`src/inc/lpc_pkg.sv`:
```
// Package: modes, gating table fields, timing and vector constants for the power controller
package lpc_pkg;

  // ****************************************************************
  // Operating modes
  // ****************************************************************
  typedef enum logic [2:0] {
    LPC_ACTIVE_RUN_MODE,
    LPC_SLEEP_LEVEL_ZERO,
    LPC_SLEEP_LEVEL_ONE,
    LPC_SLEEP_LEVEL_TWO,
    LPC_SLEEP_LEVEL_THREE,
    LPC_SLEEP_LEVEL_FOUR
  } lpc_mode_e;

  // ****************************************************************
  // Mode-select field from the processor
  // ****************************************************************
  localparam int unsigned SEL_W            = 3;
  localparam logic [2:0]  SEL_ACTIVE       = 3'h0;
  localparam logic [2:0]  SEL_LVL0         = 3'h1;
  localparam logic [2:0]  SEL_LVL1         = 3'h2;
  localparam logic [2:0]  SEL_LVL2         = 3'h3;
  localparam logic [2:0]  SEL_LVL3         = 3'h4;
  localparam logic [2:0]  SEL_LVL4         = 3'h5;

  // ****************************************************************
  // Gate vector bit positions (1 = enabled)
  // ****************************************************************
  localparam int unsigned GATE_W           = 6;
  localparam int unsigned GB_CPU           = 0;
  localparam int unsigned GB_MAIN          = 1;
  localparam int unsigned GB_SUB           = 2;
  localparam int unsigned GB_AUX           = 3;
  localparam int unsigned GB_DCGEN         = 4;
  localparam int unsigned GB_XTAL          = 5;
  localparam logic [5:0]  GATE_RESET       = 6'h3F;

  // ****************************************************************
  // Timing
  // ****************************************************************
  localparam int unsigned CLK_PERIOD_NS    = 100;
  localparam int unsigned WAKE_MAX_NS      = 6000;
  // Longest time rounds down
  localparam int unsigned WAKE_CYC         = WAKE_MAX_NS / CLK_PERIOD_NS;
  localparam int unsigned OSC_SETTLE_CYC   = 8;
  localparam int unsigned AUX_XTAL_HZ      = 32768;

  // ****************************************************************
  // Vector table
  // ****************************************************************
  localparam logic [15:0] VEC_BASE         = 16'hFFE0;
  localparam logic [15:0] VEC_TOP          = 16'hFFFF;
  localparam logic [15:0] VEC_RESET_ADDR   = 16'hFFFE;
  localparam int unsigned VEC_COUNT        = 16;

endpackage

```
`src/design/lpc_power_ctrl.sv`:
```
// Power-mode controller: applies per-mode clock and oscillator gating
`timescale 1ns/1ns
module lpc_power_ctrl #(
  parameter int unsigned WAKE_CYCLES = lpc_pkg::WAKE_CYC,
  parameter int unsigned SETTLE_CYCLES = lpc_pkg::OSC_SETTLE_CYC
) (
  input  wire logic        core_clk_i,       // 10 MHz core clock
  input  wire logic        nrst_i,           // Async active-low reset
  input  wire logic [2:0]  mode_sel_i,       // Requested mode from processor
  input  wire logic        irq_pend_i,       // Interrupt request level, async
  input  wire logic [3:0]  irq_vec_i,        // Vector number of request
  input  wire logic        dto_used_i,       // Tuned oscillator sources a clock
  input  wire logic        aux_src_hf_i,     // Auxiliary from fast crystal
  output logic             cpu_run_o,        // Processor may execute
  output logic             main_clk_en_o,    // Main (processor) clock gate
  output logic             peripheral_subclock_en_o, // Peripheral clock gate
  output logic             aux_clk_en_o,     // Auxiliary clock gate
  output logic             aux_src_hf_o,     // Auxiliary source select
  output logic             dto_dcgen_en_o,   // Oscillator dc-generator power
  output logic             xtal_en_o,        // Crystal oscillator run
  output logic [2:0]       mode_o,           // Mode now in force
  output logic             waking_o,         // Wake sequence in progress
  output logic             wake_late_o,      // Sticky: wake overran bound
  output logic [15:0]      vec_addr_o,       // Vector address to fetch
  output logic             vec_valid_o       // Vector address is valid
);

  // ****************************************************************
  // Reset release and input synchronisers
  // ****************************************************************
  logic rst_s1_q;                            // Reset release stage one
  logic rst_n;                               // Synchronised reset
  logic irq_s1_q;                            // Interrupt sync stage one
  logic irq_s2_q;                            // Interrupt sync stage two

  // Reset deasserts through two flops
  always_ff @(posedge core_clk_i or negedge nrst_i) begin
    if (!nrst_i) begin
      rst_s1_q <= 1'b0;
      rst_n    <= 1'b0;
    end else begin
      rst_s1_q <= 1'b1;
      rst_n    <= rst_s1_q;
    end
  end

  // Interrupt is asynchronous to this block, two flops first
  always_ff @(posedge core_clk_i or negedge rst_n) begin
    if (!rst_n) begin
      irq_s1_q <= 1'b0;
      irq_s2_q <= 1'b0;
    end else begin
      irq_s1_q <= irq_pend_i;
      irq_s2_q <= irq_s1_q;
    end
  end

  // ****************************************************************
  // Mode decode
  // ****************************************************************
  lpc_pkg::lpc_mode_e req_mode;              // Decoded software request

  // Unknown codes fall back to active, never a deeper sleep
  always_comb begin
    case (mode_sel_i)
      lpc_pkg::SEL_ACTIVE: req_mode = lpc_pkg::LPC_ACTIVE_RUN_MODE;
      lpc_pkg::SEL_LVL0:   req_mode = lpc_pkg::LPC_SLEEP_LEVEL_ZERO;
      lpc_pkg::SEL_LVL1:   req_mode = lpc_pkg::LPC_SLEEP_LEVEL_ONE;
      lpc_pkg::SEL_LVL2:   req_mode = lpc_pkg::LPC_SLEEP_LEVEL_TWO;
      lpc_pkg::SEL_LVL3:   req_mode = lpc_pkg::LPC_SLEEP_LEVEL_THREE;
      lpc_pkg::SEL_LVL4:   req_mode = lpc_pkg::LPC_SLEEP_LEVEL_FOUR;
      default:             req_mode = lpc_pkg::LPC_ACTIVE_RUN_MODE;
    endcase
  end

  // ****************************************************************
  // Mode state machine
  // ****************************************************************
  typedef enum logic [1:0] {
    ST_RUN,
    ST_SLEEP,
    ST_WAKE
  } lpc_state_e;

  lpc_state_e          state_q;              // Controller state
  lpc_state_e          state_d;
  lpc_pkg::lpc_mode_e  mode_q;               // Mode in force
  lpc_pkg::lpc_mode_e  mode_d;
  logic                dto_act_q;            // Oscillator used while active
  logic                dto_act_d;
  logic [15:0]         wcnt_q;               // Wake cycle counter
  logic [15:0]         wcnt_d;
  logic                late_q;               // Sticky overrun flag
  logic                late_d;
  logic                settled;              // Oscillator settle reached

  assign settled = (32'(wcnt_q) >= SETTLE_CYCLES);

  // Next state: sleep on request, wake on interrupt
  always_comb begin
    state_d   = state_q;
    mode_d    = mode_q;
    dto_act_d = dto_act_q;
    wcnt_d    = wcnt_q;
    late_d    = late_q;
    case (state_q)
      ST_RUN: begin
        dto_act_d = dto_used_i;              // Sampled while active
        if (req_mode != lpc_pkg::LPC_ACTIVE_RUN_MODE && !irq_s2_q) begin
          mode_d  = req_mode;
          state_d = ST_SLEEP;
        end else begin
          mode_d  = lpc_pkg::LPC_ACTIVE_RUN_MODE;
        end
      end
      ST_SLEEP: begin
        // Interrupt wakes from any level; processor clears select bits
        if (irq_s2_q || req_mode == lpc_pkg::LPC_ACTIVE_RUN_MODE) begin
          state_d = ST_WAKE;
          wcnt_d  = 16'h0000;
        end else begin
          mode_d  = req_mode;
        end
      end
      ST_WAKE: begin
        // Oscillator restarts; active mode inside bound
        wcnt_d = wcnt_q + 16'h0001;
        if (settled || 32'(wcnt_q) + 32'd1 >= WAKE_CYCLES) begin
          if (!settled) begin
            late_d = 1'b1;                   // Forced on time, flagged
          end
          mode_d  = lpc_pkg::LPC_ACTIVE_RUN_MODE;
          state_d = ST_RUN;                  // Return re-enters sleep
        end
      end
      default: begin
        state_d = ST_RUN;
        mode_d  = lpc_pkg::LPC_ACTIVE_RUN_MODE;
      end
    endcase
  end

  // State registers
  always_ff @(posedge core_clk_i or negedge rst_n) begin
    if (!rst_n) begin
      state_q   <= ST_RUN;
      mode_q    <= lpc_pkg::LPC_ACTIVE_RUN_MODE;
      dto_act_q <= 1'b1;
      wcnt_q    <= 16'h0000;
      late_q    <= 1'b0;
    end else begin
      state_q   <= state_d;
      mode_q    <= mode_d;
      dto_act_q <= dto_act_d;
      wcnt_q    <= wcnt_d;
      late_q    <= late_d;
    end
  end

  // ****************************************************************
  // Gating table
  // ****************************************************************
  logic [5:0] gate_d;                        // Next gate vector
  logic [5:0] gate_q;                        // Registered gates
  logic       aux_hf_q;                      // Registered aux source
  logic       wake_q;                        // Registered wake flag
  logic [2:0] mode_out_q;                    // Registered mode code

  // Wake phase restarts oscillator but keeps processor halted
  always_comb begin
    gate_d = lpc_pkg::GATE_RESET;
    case (mode_q)
      lpc_pkg::LPC_ACTIVE_RUN_MODE: gate_d = lpc_pkg::GATE_RESET;
      lpc_pkg::LPC_SLEEP_LEVEL_ZERO: begin
        gate_d[lpc_pkg::GB_CPU]  = 1'b0;
        gate_d[lpc_pkg::GB_MAIN] = 1'b0;
      end
      lpc_pkg::LPC_SLEEP_LEVEL_ONE: begin
        gate_d[lpc_pkg::GB_CPU]   = 1'b0;
        gate_d[lpc_pkg::GB_MAIN]  = 1'b0;
        gate_d[lpc_pkg::GB_DCGEN] = dto_act_q;
      end
      lpc_pkg::LPC_SLEEP_LEVEL_TWO: begin
        gate_d[lpc_pkg::GB_CPU]  = 1'b0;
        gate_d[lpc_pkg::GB_MAIN] = 1'b0;
        gate_d[lpc_pkg::GB_SUB]  = 1'b0;
      end
      lpc_pkg::LPC_SLEEP_LEVEL_THREE: begin
        gate_d[lpc_pkg::GB_CPU]   = 1'b0;
        gate_d[lpc_pkg::GB_MAIN]  = 1'b0;
        gate_d[lpc_pkg::GB_SUB]   = 1'b0;
        gate_d[lpc_pkg::GB_DCGEN] = 1'b0;
      end
      lpc_pkg::LPC_SLEEP_LEVEL_FOUR: gate_d = 6'h00;
      default: gate_d = lpc_pkg::GATE_RESET;
    endcase
    if (state_q == ST_WAKE) begin
      // Oscillators back on, clocks held until settled
      // Order xtal, dc-gen, aux, sub, main, cpu: sources and aux run, rest off
      gate_d = {1'b1, 1'b1, 1'b1, 1'b0, 1'b0, 1'b0};
    end
  end

  // Output registers
  always_ff @(posedge core_clk_i or negedge rst_n) begin
    if (!rst_n) begin
      gate_q     <= lpc_pkg::GATE_RESET;
      aux_hf_q   <= 1'b0;
      wake_q     <= 1'b0;
      mode_out_q <= lpc_pkg::SEL_ACTIVE;
    end else begin
      gate_q     <= gate_d;
      aux_hf_q   <= aux_src_hf_i;
      wake_q     <= (state_q == ST_WAKE);
      mode_out_q <= 3'(mode_q);
    end
  end

  // ****************************************************************
  // Vector fetch address
  // ****************************************************************
  logic vec_rd;                              // Lookup on wake entry or on interrupt while running

  assign vec_rd = (state_q == ST_SLEEP && state_d == ST_WAKE)
               || (state_q == ST_RUN && irq_s2_q);

  lpc_vec_rom lpc_vec_rom_i (
    .clk_i   (core_clk_i),
    .rst_n_i (rst_n),
    .rd_i    (vec_rd),
    .idx_i   (irq_vec_i),
    .addr_o  (vec_addr_o),
    .ok_o    (vec_valid_o)
  );

  assign cpu_run_o                = gate_q[lpc_pkg::GB_CPU];
  assign main_clk_en_o            = gate_q[lpc_pkg::GB_MAIN];
  assign peripheral_subclock_en_o = gate_q[lpc_pkg::GB_SUB];
  assign aux_clk_en_o             = gate_q[lpc_pkg::GB_AUX];
  assign dto_dcgen_en_o           = gate_q[lpc_pkg::GB_DCGEN];
  assign xtal_en_o                = gate_q[lpc_pkg::GB_XTAL];
  assign aux_src_hf_o             = aux_hf_q;
  assign waking_o                 = wake_q;
  assign wake_late_o              = late_q;
  assign mode_o                   = mode_out_q;

endmodule

```
`src/design/lpc_vec_rom.sv`:
```
// Vector-address generator: word address of an interrupt or reset vector
`timescale 1ns/1ns
module lpc_vec_rom #(
  parameter int unsigned NUM_VEC = lpc_pkg::VEC_COUNT
) (
  input  wire logic        clk_i,            // Core clock
  input  wire logic        rst_n_i,          // Synchronised reset
  input  wire logic        rd_i,             // Lookup request
  input  wire logic [3:0]  idx_i,            // Vector number, 15 is reset
  output logic      [15:0] addr_o,           // Registered vector address
  output logic             ok_o              // Address inside vector range
);

  logic [15:0] addr_d;                       // Next address
  logic [15:0] addr_q;                       // Held address
  logic        ok_d;                         // Next range flag
  logic        ok_q;                         // Held range flag

  // ****************************************************************
  // Address computation: base plus two bytes per vector
  // ****************************************************************
  always_comb begin
    addr_d = addr_q;
    ok_d   = ok_q;
    if (rd_i) begin
      addr_d = lpc_pkg::VEC_BASE + {11'h000, idx_i, 1'b0};
      ok_d   = (32'(idx_i) < NUM_VEC) && (addr_d <= lpc_pkg::VEC_TOP);
    end
  end

  // Registers only
  always_ff @(posedge clk_i or negedge rst_n_i) begin
    if (!rst_n_i) begin
      addr_q <= lpc_pkg::VEC_RESET_ADDR;
      ok_q   <= 1'b1;
    end else begin
      addr_q <= addr_d;
      ok_q   <= ok_d;
    end
  end

  assign addr_o = addr_q;
  assign ok_o   = ok_q;

endmodule

```
`config.mk`:
```
export PLATFORM = sky130hd
export DESIGN_NAME = lpc_power_ctrl
export DESIGN_NICKNAME = d
export VERILOG_FILES = /design/src/inc/lpc_pkg.sv /design/src/design/lpc_power_ctrl.sv /design/src/design/lpc_vec_rom.sv
export SDC_FILE = /design/constraint.sdc
export NUM_CORES = 1
export LEC_CHECK = 0
export BUFFER_PORTS_ARGS = -buffer_cell sky130_fd_sc_hd__buf_2
export CORE_ASPECT_RATIO = 2
export CORE_MARGIN = 3
export CORE_UTILIZATION = 56
export CTS_BUF_LIST = sky130_fd_sc_hd__clkbuf_4
export CTS_CLUSTER_DIAMETER = 80
export DETAILED_ROUTE_END_ITERATION = 16
export PLACE_DENSITY = 0.81
export SETUP_SLACK_MARGIN = 0.02
export SYNTH_ARGS = -nofsm -noshare
export SYNTH_HDL_FRONTEND = slang
export SYNTH_SLANG_ARGS = --single-unit
```
`constraint.sdc`:
```
create_clock -name core_clk_i -period 1.3 [get_ports core_clk_i]
set_input_delay 0.065 -clock core_clk_i [delete_from_list [all_inputs] [get_ports core_clk_i]]
set_output_delay 0.065 -clock core_clk_i [all_outputs]
set_load 0.05 [all_outputs]
```
# Word-level counts from Yosys, hierarchy flattened

Cells that the tools add are included.

Bits in registers: 55

Bitwise logic cells: 1
Mux-type cells: 16
Magnitude comparators: 3
Reductions and logical operators: 17
Equality and inequality tests: 16
$add $sub $neg: 3

Operator list:

| operator                                                                              | number |
|---|---|
| 16-bit one-hot mux with 2 select lines                                                | 1 |
| 16-bit by 1-bit adder with 17-bit output (second input constant)                      | 1 |
| 17-bit by 6-bit greater-or-equal comparator with 1-bit output (second input constant) | 1 |
| 16-bit by 1-bit adder with 16-bit output (second input constant)                      | 1 |
| 16-bit by 4-bit greater-or-equal comparator with 1-bit output (second input constant) | 1 |
| 16-bit <= comparator (second input constant)                                          | 1 |
| 16-bit two-way mux                                                                    | 1 |
| 3-bit one-hot mux with 5 select lines                                                 | 1 |
| 3-bit by 2-bit equality test with 1-bit output (second input constant)                | 4 |
| 3-bit equality test (second input constant)                                           | 4 |
| 3-bit two-way mux                                                                     | 3 |
| 3-bit one-hot mux with 3 select lines                                                 | 1 |
| 2-bit two-way mux                                                                     | 4 |
| 6-bit by 6-bit adder with 7-bit output (first input constant)                         | 1 |
| 3-bit by 1-bit equality test with 1-bit output (second input constant)                | 2 |
| 6-bit two-way mux                                                                     | 1 |
| 2-bit != test (second input constant)                                                 | 3 |
| 2-bit one-hot mux with 3 select lines                                                 | 1 |
| 5-bit OR reduction                                                                    | 1 |
| 2-bit equality test (second input constant)                                           | 2 |
| 2-bit AND reduction                                                                   | 2 |
| 1-bit logical AND                                                                     | 3 |
| 3-bit zero test                                                                       | 1 |
| 1-bit logical OR                                                                      | 3 |
| 11 further kinds                                                                      | 12 |

# Depth between registers and ports, before layout

Word-level depth: 9
Depth in mapped cells: 6
Gate-level depth less buffers: 6

# Modules after synthesis

Synthesis repeated with hierarchy kept, for this count alone.

Cell total of the unflattened synthesis: 185
Area total of the unflattened synthesis: 1933.1 µm²

Modules (own cells, without submodules):

| module         | instances | seq. area each (µm²) | cells each | area an instance (µm²) |
|---|---|---|---|---|
| lpc_power_ctrl | 1         | 907.1                | 162        | 1677.9 |
| lpc_vec_rom    | 1         | 105.1                | 23         | 255.2 |

# Least setup slack after synthesis

Ideal clock, no wire load.

Path type: input port to flip-flop
From: in mode_sel_i[1]
To: reg mode_q[0]
Buffers on the path: 0
Cell stages on the path: 6
Arrival time: 1420 ps
Setup slack: -245 ps
Data required time: 1175 ps
Cell sequence: inv_1 -> ha_1 -> maj3_2 -> a211oi_2 -> o21ai_2 -> mux2_4

Word-level cells in the longest chain between the ends: 6

Ends and longest elaborated chain:

| element                                                                      | line                                         | RTL |
|---|---|---|
| start: declaration                                                           | lpc_power_ctrl.sv:9                          | `input wire logic [2:0] mode_sel_i,` |
| 3-bit equality test (tied with other cells)                                  | lpc_power_ctrl.sv:65                         | `case (mode_sel_i)` |
| 3-bit one-hot mux with 5 select lines *                                      | lpc_power_ctrl.sv:65                         |  |
| 3-bit nonzero test or 3-bit zero test (tied branches)                        | lpc_power_ctrl.sv:109, lpc_power_ctrl.sv:118 |  |
| 1-bit logical AND or 1-bit logical OR (tied branches)                        | lpc_power_ctrl.sv:109, lpc_power_ctrl.sv:118 |  |
| 3-bit two-way mux or 2-bit != test (tied branches)                           | -                                            |  |
| 3-bit one-hot mux with 3 select lines or 2-bit AND reduction (tied branches) | -                                            |  |
| end signal: assignment                                                       | lpc_power_ctrl.sv:147                        | `mode_q <= lpc_pkg::LPC_ACTIVE_RUN_MODE;` |
| end signal: assignment                                                       | lpc_power_ctrl.sv:153                        | `mode_q <= mode_d;` |
| end: declaration                                                             | lpc_power_ctrl.sv:87                         | `lpc_pkg::lpc_mode_e mode_q;` |

Every way passes the cells marked *; elsewhere a longest branch is shown, timed or not. The select of a mux whose other input is x is not followed.
A chain may end at the register's enable or synchronous reset.

# Worst setup path after layout

From: reg wcnt_q[6]
To: reg mode_q[0]

Word-level cells in the longest chain between the ends: 5

Ends and longest elaborated chain:

| element                                                       | line                  | RTL |
|---|---|---|
| start: declaration                                            | lpc_power_ctrl.sv:91  | `logic [15:0] wcnt_q;` |
| start signal: assignment                                      | lpc_power_ctrl.sv:155 | `wcnt_q <= wcnt_d;` |
| 16-bit by 1-bit adder with 17-bit output                      | lpc_power_ctrl.sv:128 | `if (settled \|\| 32'(wcnt_q) + 32'd1 >= WAKE_CYCLES) begin` |
| 17-bit by 6-bit greater-or-equal comparator with 1-bit output | lpc_power_ctrl.sv:128 |  |
| 1-bit logical OR *                                            | lpc_power_ctrl.sv:128 |  |
| 2-bit != test (no line) *                                     | -                     |  |
| 2-bit AND reduction (no line) *                               | -                     |  |

Every way passes the cells marked *; elsewhere a longest branch is shown, timed or not.

==> results.json <==
{
  "cts_buffers": 5,
  "ir_drop_mv": 1.870,
  "initial_core_util": 0.6027,
  "synth_warnings": 0,
  "synth_fa_ha_area_frac": 0.03115,
  "dieHeight_um": 89.84,
  "max_stage_delay_ps": 470,
  "grt_util_all_layers": 0.3057,
  "whs_ps": 59.06,
  "firstDrtPassIters": 4,
  "clock_skew_ps": 10.23,
  "drt_iter0_markers": 166,
  "num_vias": 1941,
  "clk_latency_ps": 360,
  "r2r_end": "mode_q[0]",
  "finalSetupViolCount": 22,
  "drive_gt1_frac": 0.5096,
  "antenna_found_initial": 0,
  "cts-htree-levels": 2,
  "io_buffers": 27,
  "crit_end": "mode_q[0]",
  "first_global_vias": 1895,
  "yosysTopAreaCellShare": 0.3942,
  "synth_edf_count": 0,
  "place_hpwl_um": 3571,
  "synth_compound_area_frac": 0.1430,
  "grt_max_degree": 22,
  "fin_cells": 292,
  "routed_wl_um": 7290,
  "crit_chain": "nor4_1 > nand4_1 > o21ai_2 > mux2_4",
  "syn_inst": 185,
  "yosys.area.top_type": "dfrtp_1",
  "clock_tree.root_cell": "clkbuf_4",
  "final_hold_viol_count": 0,
  "layout.nets": 276,
  "grt-ovfl-total": 0,
  "rows": 29,
  "area_delta_synth_final_pct": 43.61,
  "synthMuxAreaShare": 0.04641,
  "slew_viol_final": 0,
  "final_cell_mix": "30 x buf_4, 27 x dfrtp_1, 27 x buf_2, 14 x conb_1, 11 x buf_6",
  "synth_top_family_by_area": "simple AND/OR/NAND/NOR gates",
  "crit_start": "wcnt_q[6]",
  "critical_path_required_ps": 1550,
  "gp_congestion": 0.8557,
  "rsz0062_at_grt": "true",
  "core_area_um2": 3266,
  "crit_slowest_cell": "dfrtp_1",
  "cellLeakagePower_uw": 0.001340,
  "tightest_slew_ps": 638.2,
  "maxCapViolations": 0,
  "design_area_um2": 2826,
  "final_common_cell": "buf_4",
  "fp.dieArea_um2": 4305,
  "synth-xor-area-share": 0.004450,
  "synthSimpleGateAreaFrac": 0.1627,
  "synth_seq_cells": 40,
  "clock_sinks": 40,
  "num_antenna_cells": 0,
  "die_x_um": 47.92,
  "layout_min_cycle_time_ps": 1667,
  "r2r_slack_ps": -370,
  "period_share": 1.282,
  "violations": "setup timing",
  "place_area_um2": 2337,
  "synth.cell_area_um2": 1968,
  "fin_ws_ps": -366.8,
  "hold_class": "reg -> async",
  "powerDensity_nw_per_um2": 1818,
  "worstPathMaxFanout": 3,
  "vias_per_cell": 6.647,
  "async_reset_ff_frac": 1.000,
  "yosys-top-cells-area": "dfrtp_1 39%, dfstp_2 12%, buf_4 6.1%",
  "ys_seq_area_frac": 0.5143,
  "fill_cells": 144,
  "timing.rr.start": "wcnt_q[6]",
  "crit_path_start_kind": "register",
  "syn_avg_cell_area_um2": 10.64,
  "final_antenna_net_count": 0,
  "cp-end-kind": "register",
  "synth.distinct_cells": 45,
  "wire_per_inst_um": 24.97,
  "outcome": "finished, violations left",
  "max_freq_ghz": 0.6000,
  "cts_tree": "yes",
  "rr_worst_depth": 4,
  "arrival_ps": 1920,
  "grt_pass1_wl_um": 9535,
  "io_pins": 41,
  "placed_cells": 265,
  "clk_pin_slew_ps": 130,
  "synth_ff_type": "dfrtp_1",
  "worstSetupPathType": "reg -> reg",
  "cts.path.max_buffers": 2,
  "relSlewSlack": 0.5713,
  "drc_errors": 0
}
==> per-layer routing <==
metal | part of all wire | vias up | global-route usage
met5 | 0 | - | 0
met1 | 0.32 | 950 | 0.3510
met3 | 0.078 | 38 | 0.05400
met2 | 0.54 | 162 | 0.4978
li1 | - | 791 | -
met4 | 0.058 | 0 | 0.1663
==> flip-flops by register name, indices dropped and copies added, names as in the netlist, 2 cells and up <==
signal / flops
gate_q: 4
lpc_vec_rom_i.addr_o: 4
mode_o: 3
mode_q: 3
state_q: 2
wcnt_q: 16
==> cell type report <==
cell class                      instances  area [um2]  area share
Clock buffer                            5       37.54     0.01328
Clock inverter                          3       37.54     0.01328
Inverter                                9       43.79     0.01549
Multi-Input combinational cell        125        1042      0.3687
Sequential cell                        40        1017      0.3599
Tap cell                               31       38.79     0.01372
Timing Repair Buffer                   79       609.3      0.2156
==> stage by stage <==
| stage | TNS (ps) | utilization | setup slack [ps] | total power (uW) |
|---|---|---|---|---|
| after floorplan | -578.1 | - | -90.45 | 2996 |
| after global placement | -5397 | 0.7157 | -295.1 | 3511 |
| after detailed placement | -6336 | 0.7157 | -337.7 | 3604 |
| after CTS | -1015 | 0.8211 | -202.6 | 4690 |
| after global routing | -4153 | 0.8655 | -385.1 | 5276 |
| final | -3739 | 0.8655 | -366.8 | 5138 |
==> worst max-delay path, delay by kind of cell, from the launching register on <==
family / cells / cell delay, ps
multiplexers: 1 / 320
flip-flops: 1 / 470
AO/OA/AOI/OAI: 1 / 130
AND/OR/NAND/NOR: 2 / 630
==> cell families (layout without fill, tap and decap cells) <==
| family | after synthesis | in the layout |
|---|---|---|
| buffers and inverters | 32 | 96 |
| muxes | 8 | 8 |
| DFF | 40 | 40 |
| and+or+nand+nor | 60 | 60 |
| adders and majority gates | 5 | 5 |
| AOI/OAI and AO/OA | 37 | 37 |
| other | 2 | 14 |
| xor gates and xnor gates | 1 | 1 |
==> cell usage after synthesis (5+ instances only) <==
cell type / n
o21ai_0: 5
mux2_2: 5
nand3_1: 8
nor3_1: 7
and3_1: 6
a21oi_1: 5
nor2_1: 10
buf_4: 16
inv_1: 8
nor4_1: 5
nand2_1: 9
dfstp_2: 9
a31oi_1: 7
dfrtp_1: 31
==> timing repair <==
| action | CTS | global route |
|---|---|---|
| setup buffers | 6 | 5 |
| endpoints found under the hold margin | 9 | 0 |
| resized for setup | 34 | 28 |
| hold buffers | 9 | 0 |
| pin swaps | 6 | 9 |
| setup endpoints to repair | 21 | 25 |
==> worst min-delay path by stage <==
stage          startpoint  slack [ps]  cells after the start           end
3_3_place_gp       nrst_i        -150                      1      rst_s1_q
2_1_floorplan      nrst_i        -230                      0         rst_n
3_5_place_dp       nrst_i        -150                      1         rst_n
6_report            rst_n          60                      0      waking_o
5_1_grt             rst_n          80                      0      waking_o
4_1_cts             rst_n          60                      0  aux_src_hf_o
==> power breakdown <==
group          total, uW  switching [uW]  leakage [uW]  internal, uW
logic               2480            1530      0.000800           943
registers           1830             263      0.000500          1570
clock network        827             434     0.0000403           393
total               5140            2230       0.00134          2910
No activity file was read; power rests on OpenSTA's default activity.
